--- src/core/shear_cmd_pkg.sv ---
// shared constants and types for the shear axis command-input block
package shear_cmd_pkg;
    localparam int CNT_W = 16;
    localparam int POS_W = 24;
    localparam logic [15:0] CNT_RST = 16'h0000;
    localparam logic [23:0] POS_RST = 24'h000000;
    localparam logic [1:0] SAW_OFF = 2'h0;
    localparam logic [1:0] SAW_AUTO = 2'h1;
    localparam logic [1:0] SAW_EXT = 2'h2;
    // motion commands to an axis drive
    localparam logic [1:0] MV_HOLD = 2'h0;
    localparam logic [1:0] MV_FWD = 2'h1;
    localparam logic [1:0] MV_REV = 2'h2;

    typedef enum logic [2:0]
    {
        H_IDLE    = 3'h0,
        H_SAW_REV = 3'h1,
        H_SAW_FWD = 3'h3,
        H_CAR_REV = 3'h2,
        H_CAR_FWD = 3'h6,
        H_DONE    = 3'h7
    } home_state_t;

    typedef enum logic [1:0]
    {
        S_IDLE = 2'h0,
        S_CUT  = 2'h1,
        S_RET  = 2'h3
    } saw_state_t;
endpackage

--- src/core/edge_rise.sv ---
// rising-edge detector for a one-shot command input
module edge_rise
(
    input  wire logic clk,
    input  wire logic rst,
    input  wire logic ce,
    input  wire logic level,
    output logic      pulse
);
    logic level_reg;

    always_ff @(posedge clk or posedge rst)
    begin
        if (rst)
            level_reg <= 1'b0;
        else if (ce)
            level_reg <= level;
    end

    // gated by ce so a frozen cycle cannot fire a command
    assign pulse = ce & level & ~level_reg;
endmodule

--- src/core/batch_counters.sv ---
// batch and waste counters with decrement and clear commands
module batch_counters
(
    input  wire logic                           clk,
    input  wire logic                           rst,
    input  wire logic                           ce,
    input  wire logic                           piece_cut,
    input  wire logic                           decr,
    input  wire logic                           clr,
    output logic [shear_cmd_pkg::CNT_W-1:0]     batch_reg,
    output logic [shear_cmd_pkg::CNT_W-1:0]     waste_reg
);
    always_ff @(posedge clk or posedge rst)
    begin
        if (rst)
        begin
            batch_reg <= shear_cmd_pkg::CNT_RST;
            waste_reg <= shear_cmd_pkg::CNT_RST;
        end
        else if (ce)
        begin
            if (clr)
            begin
                batch_reg <= shear_cmd_pkg::CNT_RST;
                waste_reg <= shear_cmd_pkg::CNT_RST;
            end
            else if (decr)
            begin
                // a cut in the same cycle cancels the decrement on the batch count
                batch_reg <= piece_cut ? batch_reg : batch_reg - 1'b1;
                waste_reg <= waste_reg + 1'b1;
            end
            else if (piece_cut)
                batch_reg <= batch_reg + 1'b1;
        end
    end

    property p_clr;
        @(posedge clk) disable iff (rst)
        ce && clr |=> batch_reg == '0 && waste_reg == '0;
    endproperty
    a_clr: assert property (p_clr) else $error("batch clear did not zero counters");
    property p_waste;
        @(posedge clk) disable iff (rst)
        ce && decr && !clr |=> waste_reg == $past(waste_reg) + 1'b1;
    endproperty
    a_waste: assert property (p_waste) else $error("decrement did not raise waste count");
    property p_decr;
        @(posedge clk) disable iff (rst)
        ce && decr && !clr && !piece_cut |=>
            batch_reg == $past(batch_reg) - 1'b1 && waste_reg == $past(waste_reg) + 1'b1;
    endproperty
    a_decr: assert property (p_decr) else $error("decrement did not move both counters");
endmodule

--- src/core/shear_axis_command_inputs.sv ---
// command-input handling for the carriage and saw axes of a flying shear
module shear_axis_command_inputs
(
    input  wire logic                              clk,
    input  wire logic                              rst,
    input  wire logic                              ce,
    input  wire logic                              run,
    input  wire logic                              material_moving,
    input  wire logic [1:0]                        saw_mode,
    input  wire logic                              loop_bypass,
    input  wire logic                              alt_sync_mode,
    input  wire logic                              return_inhibit,
    input  wire logic                              decel_done,
    input  wire logic                              carriage_synced,
    input  wire logic                              piece_cut,
    input  wire logic                              batch_decr,
    input  wire logic                              batch_clear,
    input  wire logic                              saw_start,
    input  wire logic                              saw_return,
    input  wire logic                              saw_jog_fwd,
    input  wire logic                              saw_jog_rev,
    input  wire logic                              homing_cmd,
    input  wire logic                              carriage_at_home,
    input  wire logic                              saw_at_home,
    input  wire logic                              saw_cut_end,
    input  wire logic                              saw_ref,
    input  wire logic                              carriage_ref,
    input  wire logic [shear_cmd_pkg::POS_W-1:0]   saw_pos,
    output logic                                   carriage_loop_en_reg,
    output logic                                   carriage_err_clr_reg,
    output logic                                   alt_sync_reg,
    output logic                                   carriage_hold_reg,
    output logic [1:0]                             saw_move_reg,
    output logic [1:0]                             carriage_home_move_reg,
    output logic                                   saw_loop_en_reg,
    output logic [shear_cmd_pkg::POS_W-1:0]        saw_home_pos_reg,
    output logic                                   saw_cycle_reg,
    output logic                                   homing_busy_reg,
    output logic                                   homing_done_reg,
    output logic [shear_cmd_pkg::CNT_W-1:0]        batch_count,
    output logic [shear_cmd_pkg::CNT_W-1:0]        waste_count
);
    logic        decr_p;
    logic        clr_p;
    logic        start_p;
    logic        ret_p;
    logic        home_p;
    logic        sync_p;
    logic        saw_used;
    logic        jog_active;
    logic        jog_prev_reg;
    logic        start_ok;
    shear_cmd_pkg::home_state_t home_state_reg;
    shear_cmd_pkg::home_state_t home_next;
    shear_cmd_pkg::saw_state_t  saw_state_reg;

    edge_rise u_decr (.clk(clk), .rst(rst), .ce(ce), .level(batch_decr), .pulse(decr_p));
    edge_rise u_clr (.clk(clk), .rst(rst), .ce(ce), .level(batch_clear), .pulse(clr_p));
    edge_rise u_start (.clk(clk), .rst(rst), .ce(ce), .level(saw_start), .pulse(start_p));
    edge_rise u_ret (.clk(clk), .rst(rst), .ce(ce), .level(saw_return), .pulse(ret_p));
    edge_rise u_home (.clk(clk), .rst(rst), .ce(ce), .level(homing_cmd), .pulse(home_p));
    // internal start in mode 1 fires once when the carriage reaches sync
    edge_rise u_sync (.clk(clk), .rst(rst), .ce(ce), .level(carriage_synced), .pulse(sync_p));

    batch_counters u_cnt (.clk(clk), .rst(rst), .ce(ce), .piece_cut(piece_cut),
        .decr(decr_p), .clr(clr_p),
        .batch_reg(batch_count), .waste_reg(waste_count));

    assign saw_used = (saw_mode == shear_cmd_pkg::SAW_AUTO) || (saw_mode == shear_cmd_pkg::SAW_EXT);
    // saw jog only while stopped and no homing or cut in progress
    assign jog_active = !run && (saw_jog_fwd ^ saw_jog_rev)
                        && !homing_busy_reg
                        && saw_state_reg == shear_cmd_pkg::S_IDLE;
    // external start: at standstill needs stop and home; in mode 2 it follows sync
    always_comb
    begin
        start_ok = 1'b0;
        // a finished homing leaves the sequencer in its done state, which must not block starts
        if (saw_used && saw_state_reg == shear_cmd_pkg::S_IDLE && !homing_busy_reg)
        begin
            if (saw_mode == shear_cmd_pkg::SAW_AUTO && material_moving)
                start_ok = sync_p;
            else if (!material_moving)
                start_ok = start_p && !run && carriage_at_home;
            else
                start_ok = start_p && carriage_synced;
        end
    end

    // carriage loop control
    always_ff @(posedge clk or posedge rst)
    begin
        if (rst)
        begin
            carriage_loop_en_reg <= 1'b1;
            carriage_err_clr_reg <= 1'b0;
            alt_sync_reg         <= 1'b0;
        end
        else if (ce)
        begin
            carriage_loop_en_reg <= !loop_bypass;
            carriage_err_clr_reg <= loop_bypass;
            alt_sync_reg         <= alt_sync_mode;
        end
    end

    // return inhibit: hold after forward deceleration while the command stands
    always_ff @(posedge clk or posedge rst)
    begin
        if (rst)
            carriage_hold_reg <= 1'b0;
        else if (ce)
            carriage_hold_reg <= return_inhibit && (decel_done || carriage_hold_reg);
    end

    // saw cutting cycle
    always_ff @(posedge clk or posedge rst)
    begin
        if (rst)
        begin
            saw_state_reg <= shear_cmd_pkg::S_IDLE;
            saw_cycle_reg <= 1'b0;
        end
        else if (ce)
        begin
            case (saw_state_reg)
                shear_cmd_pkg::S_IDLE:
                begin
                    if (start_ok)
                    begin
                        saw_state_reg <= shear_cmd_pkg::S_CUT;
                        saw_cycle_reg <= 1'b1;
                    end
                end
                shear_cmd_pkg::S_CUT:
                begin
                    // an abort and a normal cut end both send the saw to return the same way
                    if (ret_p || saw_cut_end)
                    begin
                        saw_state_reg <= shear_cmd_pkg::S_RET;
                        saw_cycle_reg <= 1'b0;
                    end
                end
                shear_cmd_pkg::S_RET:
                begin
                    if (saw_at_home)
                        saw_state_reg <= shear_cmd_pkg::S_IDLE;
                end
                default:
                begin
                    saw_state_reg <= shear_cmd_pkg::S_IDLE;
                    saw_cycle_reg <= 1'b0;
                end
            endcase
        end
    end

    // homing sequence
    always_comb
    begin
        home_next = home_state_reg;
        case (home_state_reg)
            shear_cmd_pkg::H_IDLE, shear_cmd_pkg::H_DONE:
            begin
                if (home_p && !run && carriage_at_home)
                    home_next = saw_used ? shear_cmd_pkg::H_SAW_REV
                                         : shear_cmd_pkg::H_CAR_REV;
            end
            shear_cmd_pkg::H_SAW_REV:
                if (saw_ref)
                    home_next = shear_cmd_pkg::H_SAW_FWD;
            shear_cmd_pkg::H_SAW_FWD:
                if (saw_at_home)
                    home_next = shear_cmd_pkg::H_CAR_REV;
            shear_cmd_pkg::H_CAR_REV:
                if (carriage_ref)
                    home_next = shear_cmd_pkg::H_CAR_FWD;
            shear_cmd_pkg::H_CAR_FWD:
                if (carriage_at_home)
                    home_next = shear_cmd_pkg::H_DONE;
            default:
                home_next = shear_cmd_pkg::H_IDLE;
        endcase
    end

    always_ff @(posedge clk or posedge rst)
    begin
        if (rst)
        begin
            home_state_reg         <= shear_cmd_pkg::H_IDLE;
            homing_busy_reg        <= 1'b0;
            homing_done_reg        <= 1'b0;
            carriage_home_move_reg <= shear_cmd_pkg::MV_HOLD;
        end
        else if (ce)
        begin
            home_state_reg  <= home_next;
            homing_busy_reg <= home_next != shear_cmd_pkg::H_IDLE
                               && home_next != shear_cmd_pkg::H_DONE;
            homing_done_reg <= home_next == shear_cmd_pkg::H_DONE;
            // carriage stays stopped during saw homing
            case (home_next)
                shear_cmd_pkg::H_CAR_REV:
                    carriage_home_move_reg <= shear_cmd_pkg::MV_REV;
                shear_cmd_pkg::H_CAR_FWD:
                    carriage_home_move_reg <= shear_cmd_pkg::MV_FWD;
                default:
                    carriage_home_move_reg <= shear_cmd_pkg::MV_HOLD;
            endcase
        end
    end

    // saw drive command: homing, return, cut, jog, else hold
    always_ff @(posedge clk or posedge rst)
    begin
        if (rst)
        begin
            saw_move_reg    <= shear_cmd_pkg::MV_HOLD;
            saw_loop_en_reg <= 1'b1;
        end
        else if (ce)
        begin
            saw_loop_en_reg <= 1'b1;
            if (home_next == shear_cmd_pkg::H_SAW_REV)
                saw_move_reg <= shear_cmd_pkg::MV_REV;
            else if (home_next == shear_cmd_pkg::H_SAW_FWD)
                saw_move_reg <= shear_cmd_pkg::MV_FWD;
            else if (saw_state_reg == shear_cmd_pkg::S_RET)
                saw_move_reg <= saw_at_home ? shear_cmd_pkg::MV_HOLD
                                            : shear_cmd_pkg::MV_REV;
            else if (saw_state_reg == shear_cmd_pkg::S_CUT)
                saw_move_reg <= shear_cmd_pkg::MV_FWD;
            else if (jog_active)
                saw_move_reg <= saw_jog_fwd ? shear_cmd_pkg::MV_FWD
                                            : shear_cmd_pkg::MV_REV;
            else
                saw_move_reg <= shear_cmd_pkg::MV_HOLD;
        end
    end

    // the position where a jog ends becomes the saw's new home
    always_ff @(posedge clk or posedge rst)
    begin
        if (rst)
        begin
            jog_prev_reg     <= 1'b0;
            saw_home_pos_reg <= shear_cmd_pkg::POS_RST;
        end
        else if (ce)
        begin
            jog_prev_reg <= jog_active;
            if (jog_prev_reg && !jog_active)
                saw_home_pos_reg <= saw_pos;
        end
    end

    property p_bypass;
        @(posedge clk) disable iff (rst)
        ce && loop_bypass |=> carriage_err_clr_reg && !carriage_loop_en_reg;
    endproperty
    a_bypass: assert property (p_bypass) else $error("bypass did not open loop");
    property p_loop;
        @(posedge clk) disable iff (rst)
        ce && !loop_bypass |=> carriage_loop_en_reg && !carriage_err_clr_reg;
    endproperty
    a_loop: assert property (p_loop) else $error("loop not closed");
    property p_jog_stop;
        @(posedge clk) disable iff (rst)
        ce && run && home_next inside {shear_cmd_pkg::H_IDLE, shear_cmd_pkg::H_DONE}
        && saw_state_reg == shear_cmd_pkg::S_IDLE |=> saw_move_reg == shear_cmd_pkg::MV_HOLD;
    endproperty
    a_jog_stop: assert property (p_jog_stop) else $error("saw moved while running");
    property p_jog;
        @(posedge clk) disable iff (rst)
        ce && jog_active && saw_jog_fwd
        && home_next inside {shear_cmd_pkg::H_IDLE, shear_cmd_pkg::H_DONE}
        |=> saw_move_reg == shear_cmd_pkg::MV_FWD;
    endproperty
    a_jog: assert property (p_jog) else $error("saw jog forward not driven");
    property p_home_gate;
        @(posedge clk) disable iff (rst)
        ce && home_state_reg == shear_cmd_pkg::H_IDLE && (run || !carriage_at_home)
        |=> home_state_reg == shear_cmd_pkg::H_IDLE;
    endproperty
    a_home_gate: assert property (p_home_gate) else $error("homing accepted illegally");
    property p_home_saw;
        @(posedge clk) disable iff (rst)
        home_state_reg == shear_cmd_pkg::H_SAW_REV
        |-> carriage_home_move_reg == shear_cmd_pkg::MV_HOLD;
    endproperty
    a_home_saw: assert property (p_home_saw) else $error("carriage moved in saw homing");
    property p_done;
        @(posedge clk) disable iff (rst)
        ce && home_state_reg == shear_cmd_pkg::H_CAR_FWD && carriage_at_home
        |=> homing_done_reg;
    endproperty
    a_done: assert property (p_done) else $error("homing done not set");
    property p_inhibit;
        @(posedge clk) disable iff (rst)
        ce && !return_inhibit |=> !carriage_hold_reg;
    endproperty
    a_inhibit: assert property (p_inhibit) else $error("hold outlived inhibit");
    property p_ret;
        @(posedge clk) disable iff (rst)
        ce && saw_state_reg == shear_cmd_pkg::S_CUT && ret_p
        |=> saw_state_reg == shear_cmd_pkg::S_RET && !saw_cycle_reg;
    endproperty
    a_ret: assert property (p_ret) else $error("saw return ignored");
    property p_once;
        @(posedge clk) disable iff (rst)
        start_p |=> !start_p;
    endproperty
    a_once: assert property (p_once) else $error("start pulse repeated");

    c_cut: cover property (@(posedge clk) disable iff (rst) saw_state_reg == shear_cmd_pkg::S_CUT);
    c_home: cover property (@(posedge clk) disable iff (rst) homing_done_reg);
    c_jog: cover property (@(posedge clk) disable iff (rst) jog_prev_reg && !jog_active);
    c_hold: cover property (@(posedge clk) disable iff (rst) carriage_hold_reg);
endmodule

--- config.mk ---
export PLATFORM = sky130hd
export DESIGN_NAME = shear_axis_command_inputs
export DESIGN_NICKNAME = d
export VERILOG_FILES = /design/src/core/shear_cmd_pkg.sv /design/src/core/edge_rise.sv /design/src/core/batch_counters.sv /design/src/core/shear_axis_command_inputs.sv
export SDC_FILE = /design/constraint.sdc
export NUM_CORES = 1
export LEC_CHECK = 0
export ABC_CLOCK_PERIOD_IN_PS = 3000
export BUFFER_PORTS_ARGS = -buffer_cell sky130_fd_sc_hd__buf_2
export CORE_UTILIZATION = 48
export DETAILED_ROUTE_END_ITERATION = 10
export PLACE_DENSITY = 0.83
export SETUP_SLACK_MARGIN = 0.5
export SLEW_MARGIN = 30
export SYNTH_ARGS = -nofsm -noshare
export SYNTH_HDL_FRONTEND = slang
export SYNTH_HIERARCHICAL = 1
export SYNTH_SLANG_ARGS = --single-unit
export TNS_END_PERCENT = 100
--- constraint.sdc ---
create_clock -name clk -period 3 [get_ports clk]
set_input_delay 0.9 -clock clk [delete_from_list [all_inputs] [get_ports clk]]
set_output_delay 0.9 -clock clk [all_outputs]
set_load 0.005 [all_outputs]
# == After elaboration in Yosys (flattened, before gate mapping) ==
# Index checks and enable logic that the tools add are counted.
# word_totals
ff_bits,79
out_inout_bits,68
# op_classes
addsub,3
mux,31
reduce_logical,32
bitwise_logic,20
n_eq_ne,19
# ops
operator,n
$mux 16,6
$add 16x1->16 const B,2
$mux 2,11
$sub 16x1->16 const B,1
$mux 3,5
$pmux 3 s5,1
$logic_and 1x1->1,14
$and 1x1->1,12
$eq 3x2->1 const B,4
$eq 3x3->1 const B,4
$reduce_and 4->1,2
$not 1->1,7
$eq 3x1->1 const B,2
$ne 2x2->1 const B,3
$pmux 2 s3,1
$reduce_bool 3->1,2
$mux 1,5
$eq 2x1->1 const B,2
$eq 2x2->1 const B,2
$logic_not 1->1,4
$pmux 2 s2,1
$reduce_and 2->1,2
$logic_not 3->1,1
$logic_or 1x1->1,3
8 further kinds,8

# == Longest topological paths before layout ==
# logic_depth
depth_word,9
ltp_mapped,10
mapped_depth_nobuf,9

# == Hierarchy ==
# The synthesis kept the hierarchy.
# by_module_without_submodules
module,n_inst,cells_per_inst,seq_area_each_um2,area_each_um2
batch_counters,1,220,800.8,2059.5
shear_axis_command_inputs,1,150,1027.2,1946.9
edge_rise,6,4,25.0,53.8

# == Worst setup path before layout ==
# OpenSTA, ideal clock, no wires.
# synth_path
kind,input to register
start,input ce
end,register u_cnt/batch_reg[14] (netlist bit)
t_required_ps,2913
setup_time_ps,87
stages,10
path_buffers,1
arrival_ps,2927
setup_slack_ps,-14
path_cell_list,and3b_2 -> buf_4 -> inv_1 -> fa_1 -> nor2b_1 -> o31a_1 -> o21a_1 -> a211oi_2 -> a2111o_1 -> o211ai_1
# synth_via
elab_chain_len,4
elab_cells_between_ends,9
# synth_lines
element,line,text
from (decl),shear_axis_command_inputs.sv:6,"input wire logic ce,"
$and 1x1->1 (2 in series),edge_rise.sv:21,assign pulse = ce & level & ~level_reg;
"$ne 3x2->1 (no source line), or another cell as far along",--,
$reduce_and 3->1 (no source line) / $mux 16 (equally long branches),--,
to (signal assigned),batch_counters.sv:17,batch_reg <= shear_cmd_pkg::CNT_RST;
to (signal assigned),batch_counters.sv:24,batch_reg <= shear_cmd_pkg::CNT_RST;
to (signal assigned),batch_counters.sv:30,batch_reg <= piece_cut ? batch_reg : batch_reg - 1'b1;
to (decl),batch_counters.sv:10,"output logic [shear_cmd_pkg::CNT_W-1:0] batch_reg,"
# Parallel ways exist; a longest one is shown, timed or not.
# A chain may end at the register's enable or synchronous reset.

# == Final worst setup path ==
# layout_path
start,input batch_decr
end,register u_cnt/batch_reg[15] (netlist bit)
# layout_via
elab_chain_len,4
elab_cells_between_ends,7
# layout_lines
element,line,text
from (decl),shear_axis_command_inputs.sv:16,"input wire logic batch_decr,"
$and 1x1->1 (*) (2 in series),edge_rise.sv:21,
net decr_p,shear_axis_command_inputs.sv:43,logic decr_p;
"$ne 3x2->1 (no source line), or another cell as far along",--,
$reduce_and 3->1 (no source line) / $mux 16 (equally long branches),--,
# Mark *: on every way through the listed nets, which the timed path passes. The rest lies on a longest branch.

==> results.yml <==
run:
  drv_cap: 0
power:
  p_leak_nw: 2.76
  power_frac_comb_pct: 39.2
  ir_drop_mv: 0.311
  p_int_mw: 2.78
  switching_share_pct: 34.3
  switchingPower_mw: 1.45
  seq_power_share_pct: 39.9
  clockPowerShare_pct: 20.9
  power_density_nw_per_um2: 766
  total_power_mw: 4.23
setup_path:
  cp.required_ns: 3.24
  critical-path-max-stage-delay_ns: 0.35
  path_class: "in2reg"
  r2r-end: "u_cnt/batch_reg[15]"
  end_kind: "flip-flop"
  cp-start-kind: "input pin"
  critPathTopFamily: "compound AO/OA/AOI/OAI gates"
  reg2reg_slack_ns: 0.60
  timing.critical_path.mode_cell: "a211oi_2"
  cp_cell_sequence: "buf_8 -> and3b_4 -> buf_6 -> ha_4 -> a211oi_2 -> o211ai_2 -> a211oi_2 -> o31ai_2 -> xnor2_1 -> a22o_1"
  reg2reg_from: "u_decr/level_reg"
  path_max_fanout: 5
  r2r.worst_path.cells: 9
  critPathBufInv: 2
  cpMaxStageDelayCell: "a211oi_2"
  crit_arrival_ns: 2.74
drt:
  route.vias.total: 3567
  via_per_inst: 5.52
  routedWlPerCell_um: 16.2
  routed_wl_um: 10400
  wl_met3_um: 438
  met1_length_um: 4520
  top_layer: "met4"
  drt-initial-drc-count: 152
  detail-route-antenna-nets: 0
  route.detailed.drc: 0
  wl_met2_um: 5270
  first_pass_iters: 4
layout:
  largest_register_ffs: 24
  antenna_cells: 0
  drive_above_1_share_pct: 42.4
  utilization_pct: 63.4
  layout.nets: 599
  area_growth_pct: 27.6
place:
  place_congestion: 0.930
  hpwl_um: 7430
  dp_slack_ns: -0.0107
  numPortBuffers: 115
yosys:
  yosysSeqAreaShare_pct: 45.7
  synth-main-ff-cell: "dfrtp_1"
  ys_types: 65
  syn_inst: 394
  yosysWarningCount: 6
  synth_top_area_share_pct: 45.1
  synth_nets: 460
  synth_edf_count: 0
  synth_common_cells: "dfrtp_1 (78), nand2_1 (31), nor2_1 (29)"
  synth_area_sq_um: 4330
  synth.area.top_cells: "dfrtp_1 (45%), mux2_4 (9.0%), ha_1 (4.6%)"
  avgSynthCellArea_sq_um: 11.0
  yosys_register_bits: 79
  ys_async_sr_fraction_pct: 100
  yosysMostFrequentCell: "dfrtp_1"
  post-synth-top-area-cell: "dfrtp_1"
sta:
  relSlewSlack_pct: 61.4
  setup_slack_ns: 0.501
  fmax_mhz: 400
  worst_pin_slew_ns: 0.565
  period_minus_slack_ns: 2.50
  fin_crit_sh_pct: 83.3
  rsz0062_at_grt: "true"
  skew_ns: 0.00448
  setup_violations: 0
  hold_violations: 0
  setup_tns_ns: 0
  maxSlewViolCount: 0
run_status:
  status: "complete, no violations"
clock_tree:
  htreeDepth: 3
  path_clk_slew_ns: 0.09
  cts.sinks: 79
  cts_root_buffer: "clkbuf_8"
  cts_buffers: 9
  ctsLongestPathBuffers: 2
  insertion_delay_ns: 0.35
  cts_tree: "yes"
grt:
  grt_pass1_vias: 3607
  gr-total-overflow: 0
  grt_use_total_pct: 22.9
  grt_max_degree: 42
  grt_antenna_before_repair: 0
  grt_first_pass_wirelength_um: 17300
floorplan:
  start_util_pct: 49.6
  pin_count: 117
  coreArea_sq_um: 8720
  die_y_um: 97.0
  die_area_sq_um: 9400
  num_rows: 34
  fp.dieW_um: 97.0
hold_path:
  hold_class: "in2async"
[cell families (layout without fill, tap and decap cells)]
logic type / Yosys count / in the layout / synth area share (%)
simple gates: 107 / 108 / 13.6
compound gates: 91 / 91 / 14.4
flops: 79 / 79 / 45.7
buf+inv: 40 / 183 / 4.83
mux: 36 / 36 / 11.6
xor+xnor: 23 / 23 / 4.65
fa+ha+maj: 17 / 17 / 5.09
other cells: 1 / 1 / 0.0866
[power by group through the flow]
stage	clock network [mW]	logic [mW]	registers, mW
after floorplan	0	0.966	1.67
after global placement	0	1.50	1.67
after detailed placement	0	1.56	1.70
after CTS	0.910	1.62	1.69
after global routing	0.963	1.81	1.73
final	0.884	1.66	1.69
[metal layers]
| metal | up-vias | track usage (%) |
|---|---|---|
| li1 | 1685 | - |
| met1 | 1750 | 30.2 |
| met2 | 114 | 37.5 |
| met3 | 18 | 3.47 |
| met4 | 0 | 10.1 |
| met5 | - | 0 |
[worst max path at each step]
stage                          start                   to  slack [ns]  depth (start not counted)
after floorplan           batch_decr  u_cnt/batch_reg[14]        0.17                         10
final                     batch_decr  u_cnt/batch_reg[15]        0.50                         10
after CTS                         ce  u_cnt/batch_reg[15]        0.50                         10
after detailed placement          ce  u_cnt/batch_reg[15]       -0.01                         10
after global routing      batch_decr  u_cnt/batch_reg[14]        0.45                          9
after global placement            ce  u_cnt/batch_reg[15]        0.07                         10
[worst register-to-register path, cell delays in order (launching register included)]
cell      delay [ns]
dfrtp_1         0.42
and3b_4         0.40
buf_6           0.14
ha_4            0.21
a211oi_2        0.21
o211ai_2        0.15
a211oi_2        0.35
o31ai_2         0.10
xnor2_1         0.12
a22o_1          0.18
[per-stage QoR]
| step | instances | hold WS (ns) | instance area, sq um |
|---|---|---|---|
| global placement | 623 | 0.452 | 5130 |
| global route | 646 | 0.428 | 5530 |
| detailed placement | 623 | 0.464 | 5130 |
| floorplan | 394 | 0.454 | 4370 |
| CTS | 644 | 0.425 | 5460 |
| finish | 646 | 0.445 | 5530 |
[final cells by class]
cell class / instances / area [sq um]
sequential: 79 / 1980
inverter: 26 / 97.6
clock inverter: 6 / 93.8
multi-input combinational: 276 / 2270
timing repair buffer: 141 / 827
fill: 690 / 3200
clock buffer: 10 / 128
tap: 108 / 135
[cell usage in the layout, fill, tap and decap left out, types with 4 or more instances in the layout]
cell,instances
o22ai_1,5
buf_4,21
or3_1,4
xor2_1,15
ha_4,4
xnor2_1,8
and3b_2,6
nand4_1,7
o21ai_1,6
dfrtp_1,78
o21a_1,6
ha_1,10
nand3_1,7
mux2_2,9
nand2_1,31
inv_1,25
mux2_4,26
buf_2,113
and3_1,4
nor2_1,29
a21oi_1,17
o21ai_0,17
clkbuf_8,9
[timing repair]
item | 4_1_cts | 5_1_grt
hold buffers | 0 | 0
setup endpoints to repair | 7 | 9
gates cloned | 1 | 0
pin swaps | 13 | 15
buffers inserted | 4 | 2
gates resized for setup | 15 | 13
No activity file was read; power rests on OpenSTA's default activity.
